## src/wdpc_pkg.sv

```systemverilog
package wdpc_pkg;

   // ==========================================================
   // widths and reset values
   // ==========================================================
   localparam int          WDPC_DATA_W     = 8;
   localparam int          WDPC_ADDR_W     = 8;
   localparam int          WDPC_WDT_W      = 8;
   localparam logic [7:0]  WDPC_WDT_CLEAR  = 8'h00;
   localparam logic        WDPC_FLAG_CLEAR = 1'b0;
   localparam logic        WDPC_REC_RESET  = 1'b0;

   // ==========================================================
   // opcode selector
   // ==========================================================
   typedef enum logic [1:0] {
      WDPC_OP_NONE   = 2'h0,
      WDPC_OP_FIRST  = 2'h1,
      WDPC_OP_SECOND = 2'h3,
      WDPC_OP_CPL    = 2'h2
   } wdpc_op_t;

   // ==========================================================
   // status flag bundle
   // ==========================================================
   typedef struct packed {
      logic timeout_flag;
      logic power_down_flag;
      logic overflow_flag;
      logic zero_flag;
      logic aux_carry_flag;
      logic carry_flag;
   } wdpc_flags_t;

endpackage : wdpc_pkg

```

## src/wdpc_core.sv

```systemverilog
// Functional notes
// [RULE1] first pre-clear with partner done zeroes watchdog counter
// [RULE2] completed pair clears power-down and timeout; other flags kept
// [RULE3] lone first pre-clear only records itself; nothing else changes
// [RULE4] second pre-clear with partner done zeroes counter, clears flags
// [RULE5] lone second pre-clear only records itself; nothing else changes
// [RULE6] complement instruction inverts addressed byte, writes same place
// [RULE7] either order accepted; records cleared after a completed pair
`timescale 1ns/1ps
`default_nettype none
module wdpc_core
   import wdpc_pkg::*;
#(
   parameter int DATA_W = WDPC_DATA_W,
   parameter int ADDR_W = WDPC_ADDR_W,
   parameter int WDT_W  = WDPC_WDT_W
)(
   input  wire logic              clk_sys_i,
   input  wire logic              resetn_i,
   input  wire wdpc_op_t          op_i,
   input  wire logic [ADDR_W-1:0] addr_i,
   input  wire logic [DATA_W-1:0] mem_rdata_i,
   input  wire logic              wdt_tick_i,
   input  wire logic              halt_i,
   input  wire wdpc_flags_t       flags_i,
   output logic                   wdt_clear_o,
   output logic [WDT_W-1:0]       wdt_count_o,
   output wdpc_flags_t            flags_o,
   output logic                   mem_we_o,
   output logic [ADDR_W-1:0]      mem_addr_o,
   output logic [DATA_W-1:0]      mem_wdata_o,
   output logic                   first_seen_o,
   output logic                   second_seen_o
);

   // ==========================================================
   // internal state
   // ==========================================================
   logic                  is_first;
   logic                  is_second;
   logic                  is_cpl;
   logic                  pair_clear;
   logic                  wdt_wrap;
   logic [DATA_W-1:0]     cpl_byte;

   logic [WDT_W-1:0]      wdt_reg;
   logic [WDT_W-1:0]      wdt_next;
   logic                  to_reg;
   logic                  to_next;
   logic                  pdf_reg;
   logic                  pdf_next;

   logic                  we_reg;
   logic                  we_next;
   logic [ADDR_W-1:0]     addr_reg;
   logic [ADDR_W-1:0]     addr_next;
   logic [DATA_W-1:0]     wdata_reg;
   logic [DATA_W-1:0]     wdata_next;

   // ==========================================================
   // instruction decode
   // ==========================================================
   always_comb begin
      is_first  = 1'h0;
      is_second = 1'h0;
      is_cpl    = 1'h0;
      case (op_i)
         WDPC_OP_FIRST: begin
            is_first = 1'h1;
         end
         WDPC_OP_SECOND: begin
            is_second = 1'h1;
         end
         WDPC_OP_CPL: begin
            is_cpl = 1'h1;
         end
         default: begin
            is_cpl = 1'h0;
         end
      endcase
   end

   // ==========================================================
   // pre-clear pairing
   // ==========================================================
   wdpc_pair_track u_pair (
      .clk_sys_i     (clk_sys_i),
      .resetn_i      (resetn_i),
      .first_i       (is_first),
      .second_i      (is_second),
      .clear_o       (pair_clear),
      .first_seen_o  (first_seen_o),
      .second_seen_o (second_seen_o)
   );

   // ==========================================================
   // watchdog counter
   // ==========================================================
   assign wdt_wrap = wdt_tick_i && (&wdt_reg);

   always_comb begin
      wdt_next = wdt_reg;
      // a completed pair beats a tick in the same cycle
      if (pair_clear) begin
         wdt_next = WDT_W'(WDPC_WDT_CLEAR);       // [RULE1] [RULE4]
      end else if (wdt_tick_i) begin
         wdt_next = wdt_reg + WDT_W'(1'h1);
      end
   end

   always_ff @(posedge clk_sys_i or negedge resetn_i) begin
      if (!resetn_i) begin
         wdt_reg <= WDT_W'(WDPC_WDT_CLEAR);
      end else begin
         wdt_reg <= wdt_next;
      end
   end

   // ==========================================================
   // timeout flag
   // ==========================================================
   always_comb begin
      to_next = to_reg;
      if (pair_clear || halt_i) begin
         to_next = WDPC_FLAG_CLEAR;               // [RULE2] [RULE4]
      end
      // a wrap wins over any clear in the same cycle
      if (wdt_wrap) begin
         to_next = 1'h1;
      end
   end

   always_ff @(posedge clk_sys_i or negedge resetn_i) begin
      if (!resetn_i) begin
         to_reg <= WDPC_FLAG_CLEAR;
      end else begin
         to_reg <= to_next;
      end
   end

   // ==========================================================
   // power-down flag
   // ==========================================================
   always_comb begin
      pdf_next = pdf_reg;
      if (pair_clear) begin
         pdf_next = WDPC_FLAG_CLEAR;              // [RULE2]
      end
      // a halt wins over a pair clear in the same cycle
      if (halt_i) begin
         pdf_next = 1'h1;
      end
   end

   always_ff @(posedge clk_sys_i or negedge resetn_i) begin
      if (!resetn_i) begin
         pdf_reg <= WDPC_FLAG_CLEAR;
      end else begin
         pdf_reg <= pdf_next;
      end
   end

   // ==========================================================
   // per-bit complement of the operand
   // ==========================================================
   for (genvar bit_idx = 0; bit_idx < DATA_W; bit_idx++) begin : g_cpl_bit
      assign cpl_byte[bit_idx] = ~mem_rdata_i[bit_idx];  // [RULE6]
   end

   // ==========================================================
   // write-back strobe
   // ==========================================================
   always_comb begin
      we_next = is_cpl;                           // [RULE6]
   end

   always_ff @(posedge clk_sys_i or negedge resetn_i) begin
      if (!resetn_i) begin
         we_reg <= 1'h0;
      end else begin
         we_reg <= we_next;
      end
   end

   // ==========================================================
   // write-back address and data
   // ==========================================================
   always_comb begin
      addr_next  = addr_reg;
      wdata_next = wdata_reg;
      if (is_cpl) begin
         addr_next  = addr_i;                     // [RULE6]
         wdata_next = cpl_byte;                   // [RULE6]
      end
   end

   always_ff @(posedge clk_sys_i or negedge resetn_i) begin
      if (!resetn_i) begin
         addr_reg  <= '0;
         wdata_reg <= '0;
      end else begin
         addr_reg  <= addr_next;
         wdata_reg <= wdata_next;
      end
   end

   // ==========================================================
   // flag outputs
   // ==========================================================
   always_comb begin
      flags_o                 = flags_i;          // [RULE2]
      flags_o.timeout_flag    = to_reg;
      flags_o.power_down_flag = pdf_reg;
   end

   // ==========================================================
   // watchdog and write-back outputs
   // ==========================================================
   assign wdt_clear_o = pair_clear;
   assign wdt_count_o = wdt_reg;
   assign mem_we_o    = we_reg;
   assign mem_addr_o  = addr_reg;
   assign mem_wdata_o = wdata_reg;

endmodule : wdpc_core
`default_nettype wire

```

## src/wdpc_pair_track.sv

```systemverilog
`timescale 1ns/1ps
`default_nettype none
module wdpc_pair_track
   import wdpc_pkg::*;
(
   input  wire logic clk_sys_i,
   input  wire logic resetn_i,
   input  wire logic first_i,
   input  wire logic second_i,
   output logic      clear_o,
   output logic      first_seen_o,
   output logic      second_seen_o
);

   logic first_reg;
   logic first_next;
   logic second_reg;
   logic second_next;

   // ==========================================================
   // pair completion
   // ==========================================================
   always_comb begin
      clear_o     = (first_i && second_reg) ||
                    (second_i && first_reg);      // [RULE7]
      first_next  = first_reg;
      second_next = second_reg;
      if (clear_o) begin
         first_next  = 1'b0;                      // [RULE7]
         second_next = 1'b0;
      end else if (first_i) begin
         first_next  = 1'b1;                      // [RULE3]
      end else if (second_i) begin
         second_next = 1'b1;                      // [RULE5]
      end
   end

   always_ff @(posedge clk_sys_i or negedge resetn_i) begin
      if (!resetn_i) begin
         first_reg  <= WDPC_REC_RESET;
         second_reg <= WDPC_REC_RESET;
      end else begin
         first_reg  <= first_next;
         second_reg <= second_next;
      end
   end

   assign first_seen_o  = first_reg;
   assign second_seen_o = second_reg;

endmodule : wdpc_pair_track
`default_nettype wire

```

## config.mk

```make
export PLATFORM = sky130hd
export DESIGN_NAME = wdpc_core
export DESIGN_NICKNAME = d
export VERILOG_FILES = /design/src/wdpc_pkg.sv /design/src/wdpc_core.sv /design/src/wdpc_pair_track.sv
export SDC_FILE = /design/constraint.sdc
export NUM_CORES = 1
export LEC_CHECK = 0
export BUFFER_PORTS_ARGS = -buffer_cell sky130_fd_sc_hd__buf_2
export CORE_MARGIN = 3
export CORE_UTILIZATION = 40
export DETAILED_ROUTE_END_ITERATION = 7
export MAX_ROUTING_LAYER = met4
export PLACE_DENSITY = 0.75
export SYNTH_ARGS = -nofsm -noshare
export SYNTH_HDL_FRONTEND = slang
export SYNTH_HIERARCHICAL = 1
export SYNTH_SLANG_ARGS = --single-unit
```

## constraint.sdc

```tcl
create_clock -name clk_sys_i -period 1.3 [get_ports clk_sys_i]
set_input_delay 0.065 -clock clk_sys_i [delete_from_list [all_inputs] [get_ports clk_sys_i]]
set_output_delay 0.065 -clock clk_sys_i [all_outputs]
set_load 0.1 [all_outputs]
```

* Word-level counts from Yosys, hierarchy flattened
Index checks and enable logic that the tools add are counted. W data, S select, Z words.
Word-level totals: bits in registers 29, output and inout port bits 34, logic and storage cells 47, input port bits 28
Cells by class: bitwise logic cells 8, reduce and logical (&&, ||, !) cells 12, equality and inequality tests 4, multiplexer cells 14, add/sub/neg operators 1
Operators by type and width (number):
- $mux W8 | 2
- $mux W1 | 12
- $reduce_bool A2 Y1 | 5
- $add A8 B1 Y8 const B | 1
- $not A1 Y1 | 8
- $reduce_and A8 Y1 | 1
- $eq A2 B2 Y1 const B | 2
- $logic_and A1 B1 Y1 | 3
- $eq A2 B1 Y1 const B | 1
- $logic_or A1 B1 Y1 | 2
- $ne A2 B2 Y1 const B | 1
- $reduce_and A2 Y1 | 1

* Depth between registers and ports, before layout
Gate-level depths: netlist of the first run.
word-level depth 7, mapped depth 5, depth with buffers taken out 4

* Hierarchy
The synthesis of the first run kept the hierarchy.
Modules (own cells, without submodules):
- wdpc_core | area an instance 1129.8 µm², cells each 98, times used 1, seq. area each 675.6 µm²
- wdpc_pair_track | area an instance 80.1 µm², cells each 7, times used 1, seq. area each 50.0 µm²

* Least setup slack after synthesis of the first run
No wires, ideal clock.
path type register to register, start register u_pair.second_reg, in the netlist u_pair/second_seen_o, end register to_reg, slack -1.271 ns, cell stages (with the launch flop) 5, data required time 1.178 ns, arrival time 2.449 ns, buffers on the path 1, setup time 0.122 ns, clock period less this slack 2.571 ns, path through dfrtp_1 -> a22o_1 -> clkbuf_1 -> nor2_1 -> a22o_1
Between the ends: longest elaborated chain between the ends 4
RTL lines:
- start: declaration | line wdpc_pair_track.sv:17 | logic second_reg;
- start signal: assignment | line wdpc_pair_track.sv:44 | second_reg <= second_next;
- $logic_and A1 B1 Y1 | line wdpc_pair_track.sv:24 | clear_o = (first_i && second_reg) ||
- $logic_or A1 B1 Y1 | line wdpc_pair_track.sv:24
- via wdt_clear_o | line wdpc_core.sv:26 | output logic wdt_clear_o,
- $logic_or A1 B1 Y1 | line wdpc_core.sv:124 | if (pair_clear || halt_i) begin
- $reduce_bool A2 Y1 (no source line)
- end signal: assignment | line wdpc_core.sv:137 | to_reg <= to_next;
- end: declaration | line wdpc_core.sv:48 | logic to_reg;
The timed path passes the listed nets, and every way through them passes these cells. A chain may end at the register's enable or synchronous reset.

* Final worst setup path of the first run
start register u_pair.second_reg, in the netlist u_pair/second_seen_o, end output wdt_clear_o
Between the ends: longest elaborated chain between the ends 2
RTL lines (line):
- $logic_and A1 B1 Y1 | wdpc_pair_track.sv:24
- $logic_or A1 B1 Y1 | wdpc_pair_track.sv:24
- end: declaration | wdpc_core.sv:26
Every way passes these cells.

==> results.rst, run 1 <==
.. list-table::
   :header-rows: 1

   * - Metric
     - Value
   * - Run status
     - finished, violations left
   * - Failing checks
     - setup timing
   * - GRT Overall Usage
     - 17.6%
   * - Share of the clock period used by the worst path after layout
     - 101%
   * - Power Density
     - 1880 nW/um2
   * - Post-Synthesis Net Count
     - 134
   * - Synthesis warning total
     - 6
   * - Clock tree from TritonCTS
     - yes
   * - Fraction of the mapped netlist area in simple logic gates
     - 12.4%
   * - Leading cell type in the layout, fill and taps excluded
     - sky130_fd_sc_hd__buf_2
   * - Fill cell count
     - 235
   * - Latest clock arrival within the worst-skew pair
     - 0.32 ns
   * - Most frequent cells in the layout
     - sky130_fd_sc_hd__buf_2 (43), sky130_fd_sc_hd__dfrtp_1 (19), sky130_fd_sc_hd__dlygate4sd3_1 (18)
   * - Final nets
     - 203
   * - Worst Tran Pin Value
     - 0.625 ns
   * - Sequential fraction of the synthesis area
     - 60.0%
   * - Area inside the core boundary
     - 2830 um2
   * - Post-synthesis area per instance
     - 11.5 um2
   * - Number of instances in the synthesized netlist
     - 105
   * - Final Wtd Congestion
     - 0.784
   * - Data arrival, critical path
     - 1.25 ns
   * - Final antenna-violating net count
     - 0
   * - Area growth from synthesis to final layout
     - 47.5%
   * - CP Capture Type
     - primary output
   * - Worst-case clock skew
     - 0.00417 ns
   * - Global-route congestion overflow total
     - 0
   * - Post-synthesis adder-cell area fraction
     - 1.03%
   * - Setup repair after global routing missed its margin
     - yes
   * - First-pass iteration count of the detailed router
     - 4
   * - Static leakage power
     - 0.000853 uW
   * - Wire length per cell
     - 13.4 um
   * - Final setup violation count
     - 1
   * - Fin. max-slew vios
     - 0
   * - HPWL after detailed placement
     - 1720 um
   * - Final routed DRC violation total
     - 0
   * - Crit start category
     - register
   * - Post-Place Worst Slack
     - 0.0857 ns
   * - Clock sinks
     - 29
   * - Number of failing hold endpoints at the final stage
     - 0
   * - Antenna violations before repair
     - 0
   * - Max-cap violations
     - 0
   * - Chip width
     - 61.0 um
   * - Clk Tree Root Cell
     - sky130_fd_sc_hd__clkbuf_4
   * - Share of the synthesized area in compound gates (AO/OA/AOI/OAI)
     - 8.48%
   * - Path category of the worst min-delay check
     - in -> reg
   * - Share of cell area taken by muxes after synthesis
     - 8.27%
   * - Worst-case hold slack
     - 0.100 ns
   * - Total inserted antenna cells
     - 0
   * - Main combinational cell family by area after synthesis
     - simple AND/OR/NAND/NOR gates
   * - Largest fanout of any net on the critical path
     - 3
   * - Slew HR
     - 58.3%
   * - Final critical path time including I/O delays and setup
     - 1.31 ns
   * - Number of violations reported at the end of detailed-routing iteration 0
     - 66
   * - Synthesized area
     - 1210 um2
   * - #FFs+latches synth
     - 29
   * - Vias per cell
     - 4.88
   * - Data required, critical path
     - 1.24 ns
   * - Ratio of cells with drive above 1 in the final layout
     - 48.0%
   * - Final core area utilization
     - 63.1%
   * - Full die area
     - 3720 um2
   * - Final worst setup slack
     - -0.0113 ns
   * - Maximum number of pins on one net before global-route repair
     - 30
   * - Via count of the first global-routing pass
     - 1033
   * - Overall power of the completed layout
     - 3350 uW
   * - Unique masters post-synth
     - 27
   * - Synthesized-area fraction occupied by xor and xnor cells
     - 2.90%
   * - Critical path class
     - reg -> out
   * - Buffers on Ports
     - 51
   * - I/O pin count
     - 62
   * - Number of levels the H-tree was split into
     - 2
   * - Clk buf depth
     - 2
   * - Via Count
     - 1006
   * - Worst IR drop on VDD
     - 1200 uV
   * - Post-Route WL
     - 2760 um
   * - Initial core utilization
     - 42.8%
   * - Maximum clock frequency
     - 763 MHz
   * - DIE HEIGHT
     - 61.0 um
   * - Wire length of the first global-routing pass
     - 4490 um
   * - Std-Cell Rows
     - 19
   * - Clock transition at the register clock pins on the worst setup and hold paths after CTS
     - 0.09 ns
   * - Number of CTS-inserted buffers
     - 5
## worst paths after layout
kind	from	end	slack (ns)	cells after the start
worst max-delay path	u_pair/second_seen_o$_DFFE_PN0P_	wdt_clear_o	-0.01	2
worst min-delay path	op_i[1]	u_pair/first_seen_o$_DFFE_PN0P_	0.1	4
worst max register to register	u_pair/second_seen_o$_DFFE_PN0P_	to_reg$_DFFE_PN0P_	0.09	4
worst min register to register	pdf_reg$_DFFE_PN0P_	pdf_reg$_DFFE_PN0P_	0.48	1
max in group asynchronous	resetn_i	u_pair/first_seen_o$_DFFE_PN0P_	0.54	2
min in group asynchronous	resetn_i	mem_addr_o[6]$_DFFE_PN0P_	0.30	2
## kinds of logic (layout without fill, tap and decap cells)
kind of cell,count (synthesis),after routing
buffers and inverters,13,83
muxes,9,9
adders and majority gates,1,1
DFF,29,29
xor gates and xnor gates,4,4
and+or+nand+nor,31,31
AOI/OAI and AO/OA,18,18
## critical path, stage by stage, from the launching register on
cell                      delay, ns
sky130_fd_sc_hd__dfrtp_4       0.49
sky130_fd_sc_hd__a22o_4        0.26
sky130_fd_sc_hd__buf_12        0.16
## Yosys cell counts
library cell	instances	share of area [%]
sky130_fd_sc_hd__dfrtp_1	29	60
sky130_fd_sc_hd__o21ai_0	11	4.5
sky130_fd_sc_hd__nand2_1	10	3.1
sky130_fd_sc_hd__nor2_1	9	2.8
sky130_fd_sc_hd__buf_4	7	4.3
sky130_fd_sc_hd__mux2_2	6	5.6
sky130_fd_sc_hd__a21oi_1	3	1.2
sky130_fd_sc_hd__or3_1	3	1.6
sky130_fd_sc_hd__xor2_1	3	2.2
sky130_fd_sc_hd__a22o_1	2	1.4
sky130_fd_sc_hd__clkbuf_1	2	0.62
sky130_fd_sc_hd__inv_1	2	0.62
sky130_fd_sc_hd__mux2_1	2	1.9
sky130_fd_sc_hd__nand3_1	2	0.83
sky130_fd_sc_hd__nand4_1	2	1.0
sky130_fd_sc_hd__a211oi_1	1	0.62
sky130_fd_sc_hd__a21o_1	1	0.62
sky130_fd_sc_hd__and2_1	1	0.52
sky130_fd_sc_hd__buf_2	1	0.41
sky130_fd_sc_hd__buf_6	1	0.93
sky130_fd_sc_hd__ha_1	1	1.0
sky130_fd_sc_hd__mux2i_1	1	0.83
sky130_fd_sc_hd__nand2b_1	1	0.52
sky130_fd_sc_hd__nand4_2	1	1.0
sky130_fd_sc_hd__nor2_2	1	0.52
sky130_fd_sc_hd__nor2b_1	1	0.52
sky130_fd_sc_hd__xnor2_1	1	0.72
## timing repair
action                                  4_1_cts  5_1_grt
endpoints found under the setup margin        3        7
resized for setup                             6        6
pin swaps                                     1        0
setup buffers                                 1        1
hold buffers                                 18        0
hold endpoints to repair                     46        0
## final cells by class
| cell class | instances | area, um2 | share of cell area [%] |
|---|---|---|---|
| clock buffer | 5 | 37.5 | 2.10 |
| clock inverter | 3 | 17.5 | 0.982 |
| inverter | 2 | 7.51 | 0.421 |
| multi-input combinational | 63 | 427 | 23.9 |
| sequential | 29 | 758 | 42.5 |
| tap | 31 | 38.8 | 2.17 |
| timing repair buffer | 73 | 498 | 27.9 |
## metal layers
layer	up-vias	track usage, %	part of all wire [%]	wire length, um
li1	486	-	-	-
met1	474	19.1	40	1100
met2	43	29.5	52	1420
met3	3	7.02	7.4	203
met4	0	5.57	1.2	33
met5	-	-	0	0
## power breakdown
group	switching, uW	total (uW)	internal, uW
logic	1270	1630	350
registers	138	1220	1080
clock network	309	512	203
total	1720	3350	1630
## through the flow
step                cell area (um2)  std cells  setup TNS, ns
finish                         1780        206        -0.0113
global route                   1780        206        -0.0591
global placement               1500        178              0
floorplan                      1270        105          -1.26
CTS                            1760        205        -0.0323
detailed placement             1500        178              0
Power figures use the tool's default switching activity.
==> run 2: changes to the inputs <==
Settings changed: ABC_AREA set to 1, PLACE_DENSITY 0.75 to 0.74.
==> results.rst, run 2 <==
.. list-table::
   :header-rows: 1

   * - Metric
     - Value
   * - Wire length per cell
     - 11.0 um (-18%)
   * - Setup_tns
     - 0 ns (+0.0113 ns)
   * - Fin. max-slew vios
     - 0 (unchanged)
   * - Register Area
     - 747 um2 (-1.5%)
   * - Slew HR
     - 58.7% (+0.33 points)
   * - Cell family with the largest share of critical-path delay
     - flip-flops
   * - Final critical path time including I/O delays and setup
     - 1.25 ns (-0.0590 ns)
   * - Area of all placed cells without fillers
     - 1880 um2 (+5.1%)
   * - Final nets
     - 242 (+19%)
   * - Main combinational cell family by area after synthesis
     - simple AND/OR/NAND/NOR gates
   * - Ordered cell list for the critical path
     - buf_2
   * - Synthesized area
     - 1280 um2 (+6.1%)
   * - Setup repair after global routing missed its margin
     - no
   * - Final routed DRC violation total
     - 0 (unchanged)
   * - Most frequent cells in the layout
     - sky130_fd_sc_hd__nand2_1 (50), sky130_fd_sc_hd__buf_2 (47), sky130_fd_sc_hd__dfrtp_1 (20)
   * - Register-to-register setup slack
     - 0.10 ns (about the same)
   * - Data required, critical path
     - 1.24 ns (about the same)
   * - Area inside the core boundary
     - 2900 um2 (+2.5%)
   * - Sequential fraction of the synthesis area
     - 56.5% (-3.4 points)
   * - Setup Fix Bufs, Post-CTS
     - 0 (-1)
   * - Ratio of cells with drive above 1 in the final layout
     - 39.7% (-8.3 points)
   * - Initial core utilization
     - 44.3% (+1.5 points)
   * - Latest clock arrival within the worst-skew pair
     - 0.32 ns (about the same)
   * - Max-cap violations
     - 0 (unchanged)
   * - Most frequently used cell type in the post-synthesis netlist
     - sky130_fd_sc_hd__nand2_1
   * - List of most frequent post-synthesis cells
     - sky130_fd_sc_hd__nand2_1 (51), sky130_fd_sc_hd__dfrtp_1 (29), sky130_fd_sc_hd__inv_1 (11)
   * - Leading post-synthesis cells by cell area
     - sky130_fd_sc_hd__dfrtp_1 (57%), sky130_fd_sc_hd__nand2_1 (15%), sky130_fd_sc_hd__buf_4 (4.1%), sky130_fd_sc_hd__o21ai_1 (3.5%), sky130_fd_sc_hd__inv_1 (3.2%)
   * - DIE HEIGHT
     - 62.7 um (+2.7%)
   * - Share of synthesized registers carrying an async set or reset
     - 100% (unchanged)
   * - Crit path buf inv count
     - 1 (unchanged)
   * - Chip width
     - 62.7 um (+2.7%)
   * - Clock sinks
     - 29 (unchanged)
   * - Number of CTS-inserted buffers
     - 5 (unchanged)
   * - Static leakage power
     - 0.000993 uW (+16%)
   * - Clk Tree Root Cell
     - sky130_fd_sc_hd__clkbuf_4
   * - Clk buf depth
     - 2 (unchanged)
   * - Worst-case hold slack
     - 0.0302 ns (-0.0697 ns)
   * - Stage delay of the slowest cell on the critical path
     - 0.44 ns (-0.05 ns)
   * - #FFs+latches synth
     - 29 (unchanged)
   * - CP Capture Type
     - primary output
   * - Wire length of the first global-routing pass
     - 5100 um (+14%)
   * - Final antenna-violating net count
     - 0 (unchanged)
   * - Synthesized-area fraction occupied by xor and xnor cells
     - 0.682% (-2.2 points)
   * - Number of levels the H-tree was split into
     - 2 (unchanged)
   * - Vias per cell
     - 4.48 (-8.2%)
   * - Worst-case clock skew
     - 0.00509 ns (+0.000916 ns)
   * - Data arrival, critical path
     - 1.19 ns (-0.06 ns)
   * - Power Density
     - 1830 nW/um2 (-2.6%)
   * - Post-synthesis area per instance
     - 8.85 um2 (-23%)
   * - Top cell type's share of synthesized area
     - 56.5% (-3.4 points)
   * - Via Count
     - 1148 (+14%)
   * - Unique masters post-synth
     - 20 (-26%)
   * - Worst IR drop on VDD
     - 1180 uV (-2.1%)
   * - Share of the synthesized area in compound gates (AO/OA/AOI/OAI)
     - 5.95% (-2.5 points)
   * - Number of instances in the synthesized netlist
     - 145 (+38%)
   * - Run status
     - finished, final reports clean
   * - Largest fanout of any net on the critical path
     - 3 (unchanged)
   * - Crit start category
     - register
   * - Synthesis warning total
     - 6 (unchanged)
   * - Number of enable-type register cells in the synthesized netlist
     - 0 (unchanged)
   * - Total inserted antenna cells
     - 0 (unchanged)
   * - First-pass iteration count of the detailed router
     - 4 (unchanged)
   * - Via count of the first global-routing pass
     - 1205 (+17%)
   * - Final setup violation count
     - 0 (-1)
   * - Maximum number of pins on one net before global-route repair
     - 30 (unchanged)
   * - Leading cell type in the layout, fill and taps excluded
     - sky130_fd_sc_hd__nand2_1
   * - Worst Tran Pin Value
     - 0.620 ns (-0.00497 ns)
   * - Buffers on Ports
     - 51 (unchanged)
   * - Number of failing hold endpoints at the final stage
     - 0 (unchanged)
   * - Path category of the worst min-delay check
     - in -> reg
   * - GRT Overall Usage
     - 17.0% (-0.64 points)
   * - Global-route congestion overflow total
     - 0 (unchanged)
   * - Total placed instance area
     - 1600 um2 (+6.9%)
   * - Fraction of the mapped netlist area in simple logic gates
     - 27.6% (+15 points)
   * - Number of violations reported at the end of detailed-routing iteration 0
     - 70 (+6.1%)
   * - Post-synthesis adder-cell area fraction
     - 0.975% (-0.059 points)
   * - Std-Cell Rows
     - 19 (unchanged)
   * - Total area of multi-input combinational cells
     - 480 um2 (+13%)
   * - Biggest area consumer among synthesized cells
     - sky130_fd_sc_hd__dfrtp_1
   * - Post-Route WL
     - 2810 um (+1.9%)
   * - Share of cell area taken by muxes after synthesis
     - 0% (-8.3 points)
   * - Antenna violations before repair
     - 0 (unchanged)
   * - Placed insts
     - 230 (+29%)
   * - Maximum clock frequency
     - 799 MHz (+4.7%)
   * - Max stage delay cell, worst path
     - sky130_fd_sc_hd__dfrtp_4
   * - Clock transition at the register clock pins on the worst setup and hold paths after CTS
     - 0.09 ns (about the same)
   * - Fill cell count
     - 244 (+3.8%)
   * - Final Wtd Congestion
     - 0.805 (+2.7%)
   * - Share of the clock period used by the worst path after layout
     - 96.3% (-4.5 points)
   * - Critical path class
     - reg -> out
   * - I/O pin count
     - 62 (unchanged)
   * - Post-Synthesis Net Count
     - 174 (+30%)
   * - Number of standard cells in the final layout excluding fillers
     - 256 (+24%)
   * - Clock tree from TritonCTS
     - yes
   * - HPWL after detailed placement
     - 1990 um (+16%)
   * - Full die area
     - 3930 um2 (+5.5%)
   * - Area growth from synthesis to final layout
     - 46.1%
   * - Most used flip-flop cell after synthesis
     - sky130_fd_sc_hd__dfrtp_1
## run 2: cell types whose count changed after synthesis, sizes merged, moves of 3 or more
cell   before  now
mux2        8    0
nand3       2    7
or3         3    0
nor2       10   16
xor2        3    0
inv         2   13
nand2      10   54
## run 2: power by group
group | internal (uW) | leakage (uW) | switching (uW)
clock | 457 | 0.0000445 | 316
sequential | 1060 | 0.000354 | 106
combinational | 279 | 0.000595 | 1220
total | 1790 | 0.000993 | 1640
## run 2: logic make-up (layout without fill, tap and decap cells)
kind of cell / count (synthesis) / in the layout
XOR/XNOR: 1 / 1
buffers and inverters: 21 / 90
AND/OR/NAND/NOR: 79 / 79
flip-flops: 29 / 29
AO/OA/AOI/OAI: 14 / 14
adder cells (fa/ha/maj): 1 / 1
## run 2: stage by stage
stage	power (uW)	util, %	setup WS, ns
global route	3600	64.7	0.00286
CTS	3450	64.4	0.0154
detailed placement	2630	55.1	0.100
finish	3430	64.7	0.0477
global placement	2600	55.1	0.116
floorplan	2420	-	-0.142
## run 2: cell type report
| cell class | instances | share of cell area (%) |
|---|---|---|
| Multi-Input combinational cell | 95 | 25.6 |
| Clock buffer | 6 | 2.74 |
| Tap cell | 42 | 2.80 |
| Sequential cell | 29 | 39.8 |
| Timing Repair Buffer | 69 | 24.4 |
| Inverter | 13 | 2.60 |
| Clock inverter | 2 | 2.00 |
## run 2: timing repair
| item | CTS | global route |
|---|---|---|
| hold endpoints to repair | 47 | 0 |
| setup endpoints to repair | 0 | 3 |
| gates resized for setup | 0 | 3 |
| hold buffers | 18 | 0 |
## run 2: final timing paths
path / cells past startpoint / from / end
max: 1 / u_pair/first_seen_o$_DFFE_PN0P_ / first_seen_o
min: 2 / wdt_tick_i / wdt_count_o[2]$_DFFE_PN0P_
max reg2reg: 8 / u_pair/first_seen_o$_DFFE_PN0P_ / wdt_count_o[5]$_DFFE_PN0P_
min reg2reg: 2 / pdf_reg$_DFFE_PN0P_ / pdf_reg$_DFFE_PN0P_
max in group asynchronous: 2 / resetn_i / u_pair/first_seen_o$_DFFE_PN0P_
min in group asynchronous: 2 / resetn_i / wdt_count_o[3]$_DFFE_PN0P_
## run 2: layer usage
| layer | GRT usage (%) | share of wire [%] | vias to the layer above |
|---|---|---|---|
| met1 | 18.6 | 41 | 511 |
| met4 | 6.34 | 1.5 | 0 |
| li1 | - | - | 580 |
| met5 | - | 0 | - |
| met3 | 5.94 | 8.6 | 7 |
| met2 | 28.4 | 49 | 50 |
==> run 3: changes to the inputs <==
Settings changed: PLACE_DENSITY 0.74 to 0.77.
Clock period 1.3 ns to 1.1 ns, I/O delays scaled along.
==> results.rst, run 3 (synthesis results as in run 2) <==
.. list-table::
   :header-rows: 1

   * - Metric
     - Value
   * - Latest clock arrival within the worst-skew pair
     - 0.32 ns (about the same)
   * - Worst-case clock skew
     - 0.00351 ns (-0.00158 ns)
   * - Static leakage power
     - 0.00119 uW (+20%)
   * - Via Count
     - 1307 (+14%)
   * - Overall power of the completed layout
     - 4750 uW (+38%)
   * - Setup_tns
     - -1.89 ns (-1.89 ns)
   * - Number of violations reported at the end of detailed-routing iteration 0
     - 50 (-29%)
   * - Final setup violation count
     - 12 (+12)
   * - Launch point of the worst path
     - u_pair/second_seen_o$_DFFE_PN0P_
   * - Run status
     - finished, violations left
   * - R2r startpoint
     - u_pair/second_seen_o$_DFFE_PN0P_
   * - Number of CTS-inserted buffers
     - 5 (unchanged)
   * - Largest fanout of any net on the critical path
     - 4 (+1)
   * - DIE HEIGHT
     - 62.7 um (unchanged)
   * - Full die area
     - 3930 um2 (unchanged)
   * - Share of the clock period used by the worst path after layout
     - 121%
   * - Setup repair after global routing missed its margin
     - yes
   * - Leading cell type in the layout, fill and taps excluded
     - sky130_fd_sc_hd__nand2_1
   * - Antenna violations before repair
     - 0 (unchanged)
   * - Clk buf depth
     - 2 (unchanged)
   * - Max-cap violations
     - 0 (unchanged)
   * - CP Capture Type
     - register
   * - Wire length of the first global-routing pass
     - 6950 um (+36%)
   * - HPWL after detailed placement
     - 2410 um (+21%)
   * - Path category of the worst min-delay check
     - in -> reg
   * - Area growth from synthesis to final layout
     - 96.5%
   * - Final nets
     - 258 (+6.6%)
   * - Vias per cell
     - 4.81 (+7.2%)
   * - Final critical path time including I/O delays and setup
     - 1.33 ns
   * - Fill cell count
     - 137 (-44%)
   * - Final Wtd Congestion
     - 0.789 (-2.0%)
   * - Number of failing hold endpoints at the final stage
     - 0 (unchanged)
   * - Std-Cell Rows
     - 19 (unchanged)
   * - HP Start
     - wdt_tick_i
   * - Global-route congestion overflow total
     - 0 (unchanged)
   * - Placed insts
     - 238 (+3.5%)
   * - Ratio of cells with drive above 1 in the final layout
     - 54.8% (+15 points)
   * - Data required, critical path
     - 1.32 ns (+0.08 ns)
   * - Most frequent cells in the layout
     - sky130_fd_sc_hd__nand2_1 (46), sky130_fd_sc_hd__buf_12 (32), sky130_fd_sc_hd__buf_2 (21), sky130_fd_sc_hd__dfrtp_2 (21), sky130_fd_sc_hd__dlygate4sd3_1 (18)
   * - Buffers on Ports
     - 51 (unchanged)
   * - I/O pin count
     - 62 (unchanged)
   * - Clock transition at the register clock pins on the worst setup and hold paths after CTS
     - 0.09 ns (about the same)
   * - Via count of the first global-routing pass
     - 1473 (+22%)
   * - Post-Place Worst Slack
     - -0.0901 ns (-0.190 ns)
   * - Number of levels the H-tree was split into
     - 2 (unchanged)
   * - Worst reg2reg path depth
     - 9 (+1)
   * - Register-to-register setup slack
     - -0.23 ns (-0.33 ns)
   * - Fin. max-slew vios
     - 0 (unchanged)
   * - Final worst setup slack
     - -0.226 ns (-0.274 ns)
   * - First-pass iteration count of the detailed router
     - 4 (unchanged)
   * - Worst Tran Pin Value
     - 0.442 ns (-0.178 ns)
   * - Maximum number of pins on one net before global-route repair
     - 30 (unchanged)
   * - Final routed DRC violation total
     - 0 (unchanged)
   * - Final antenna-violating net count
     - 0 (unchanged)
   * - Data arrival, critical path
     - 1.55 ns (+0.36 ns)
   * - Critical path class
     - reg -> reg
   * - Clock tree from TritonCTS
     - yes
   * - Slew HR
     - 70.4% (+12 points)
   * - Clk Tree Root Cell
     - sky130_fd_sc_hd__clkbuf_4
   * - Crit start category
     - register
   * - Failing checks
     - setup timing
   * - Worst-case hold slack
     - 0.101 ns (+0.0708 ns)
   * - Cell depth of the worst hold path
     - 2 (unchanged)
   * - Initial core utilization
     - 44.3% (unchanged)
   * - Wire length per cell
     - 15.2 um (+38%)
   * - Area inside the core boundary
     - 2900 um2 (unchanged)
   * - Chip width
     - 62.7 um (unchanged)
   * - Worst IR drop on VDD
     - 1300 uV (+10%)
   * - WHS Endpoint
     - wdt_count_o[2]$_DFFE_PN0P_
   * - Maximum clock frequency
     - 754 MHz
   * - Power Density
     - 1880 nW/um2 (+2.8%)
   * - GRT Overall Usage
     - 23.9% (+6.9 points)
   * - Post-Route WL
     - 4120 um (+47%)
   * - Clock sinks
     - 29 (unchanged)
   * - Endpoint of the worst-slack reg-to-reg timing path
     - wdt_count_o[5]$_DFFE_PN0P_
   * - Number of standard cells in the final layout excluding fillers
     - 272 (+6.3%)
   * - Total inserted antenna cells
     - 0 (unchanged)
==> run 3: metrics by stage <==
step | utilization, % | area (um2)
floorplan | - | 1370
global placement | 73.8 | 2140
detailed placement | 73.8 | 2140
CTS | 85.0 | 2470
global route | 87.0 | 2520
finish | 87.0 | 2520
==> run 3: worst max-delay path by stage <==
stage	end	slack, ns	depth (start not counted)
2_1_floorplan	wdt_count_o[4]$_DFFE_PN0P_	-0.34	6
3_3_place_gp	wdt_count_o[5]$_DFFE_PN0P_	-0.03	8
3_5_place_dp	wdt_count_o[5]$_DFFE_PN0P_	-0.09	8
4_1_cts	wdt_clear_o	-0.21	4
5_1_grt	wdt_count_o[5]$_DFFE_PN0P_	-0.28	8
6_report	wdt_count_o[5]$_DFFE_PN0P_	-0.23	9
==> run 3: repair_timing <==
item	in CTS	in global routing
resized for setup	10	10
setup endpoints to repair	13	16
buffers inserted	7	2
hold buffers	18	0
pin swaps	6	7
endpoints found under the hold margin	47	0
==> run 3: cell type report <==
| class | instances | area (um2) | area share (%) |
|---|---|---|---|
| clock buffers | 7 | 45.0 | 1.79 |
| clock inverters | 1 | 5.00 | 0.198 |
| inverters | 13 | 51.3 | 2.03 |
| multi-input cells | 95 | 541 | 21.4 |
| flip-flops and latches | 29 | 767 | 30.4 |
| well taps | 42 | 52.6 | 2.08 |
| repair buffers | 85 | 1060 | 42.1 |
==> run 3: worst max-delay path: stages, from the launching register on <==
cell and delay [ns]:
sky130_fd_sc_hd__dfrtp_4 0.50, sky130_fd_sc_hd__nand2_4 0.09, sky130_fd_sc_hd__nand2_8 0.06, sky130_fd_sc_hd__buf_12 0.12, sky130_fd_sc_hd__nor2_4 0.19, sky130_fd_sc_hd__inv_4 0.08, sky130_fd_sc_hd__nand2_2 0.07, sky130_fd_sc_hd__nand2_2 0.05
sky130_fd_sc_hd__inv_2 0.05, sky130_fd_sc_hd__nor2_2 0.03
==> run 3: layer usage <==
metal  track usage [%]  vias up  wire length, um
met4              10.2        0               74
met1              25.6      632             1660
met2              40.6       52             2150
met3              7.55        8              235
met5                 -        -                0
li1                  -      615                -
==> run 3: power breakdown <==
part / internal, uW / total (uW) / switching (uW)
sequential: 1270 / 1480 / 219
clock: 249 / 617 / 368
combinational: 1040 / 2640 / 1610
total: 2550 / 4750 / 2200
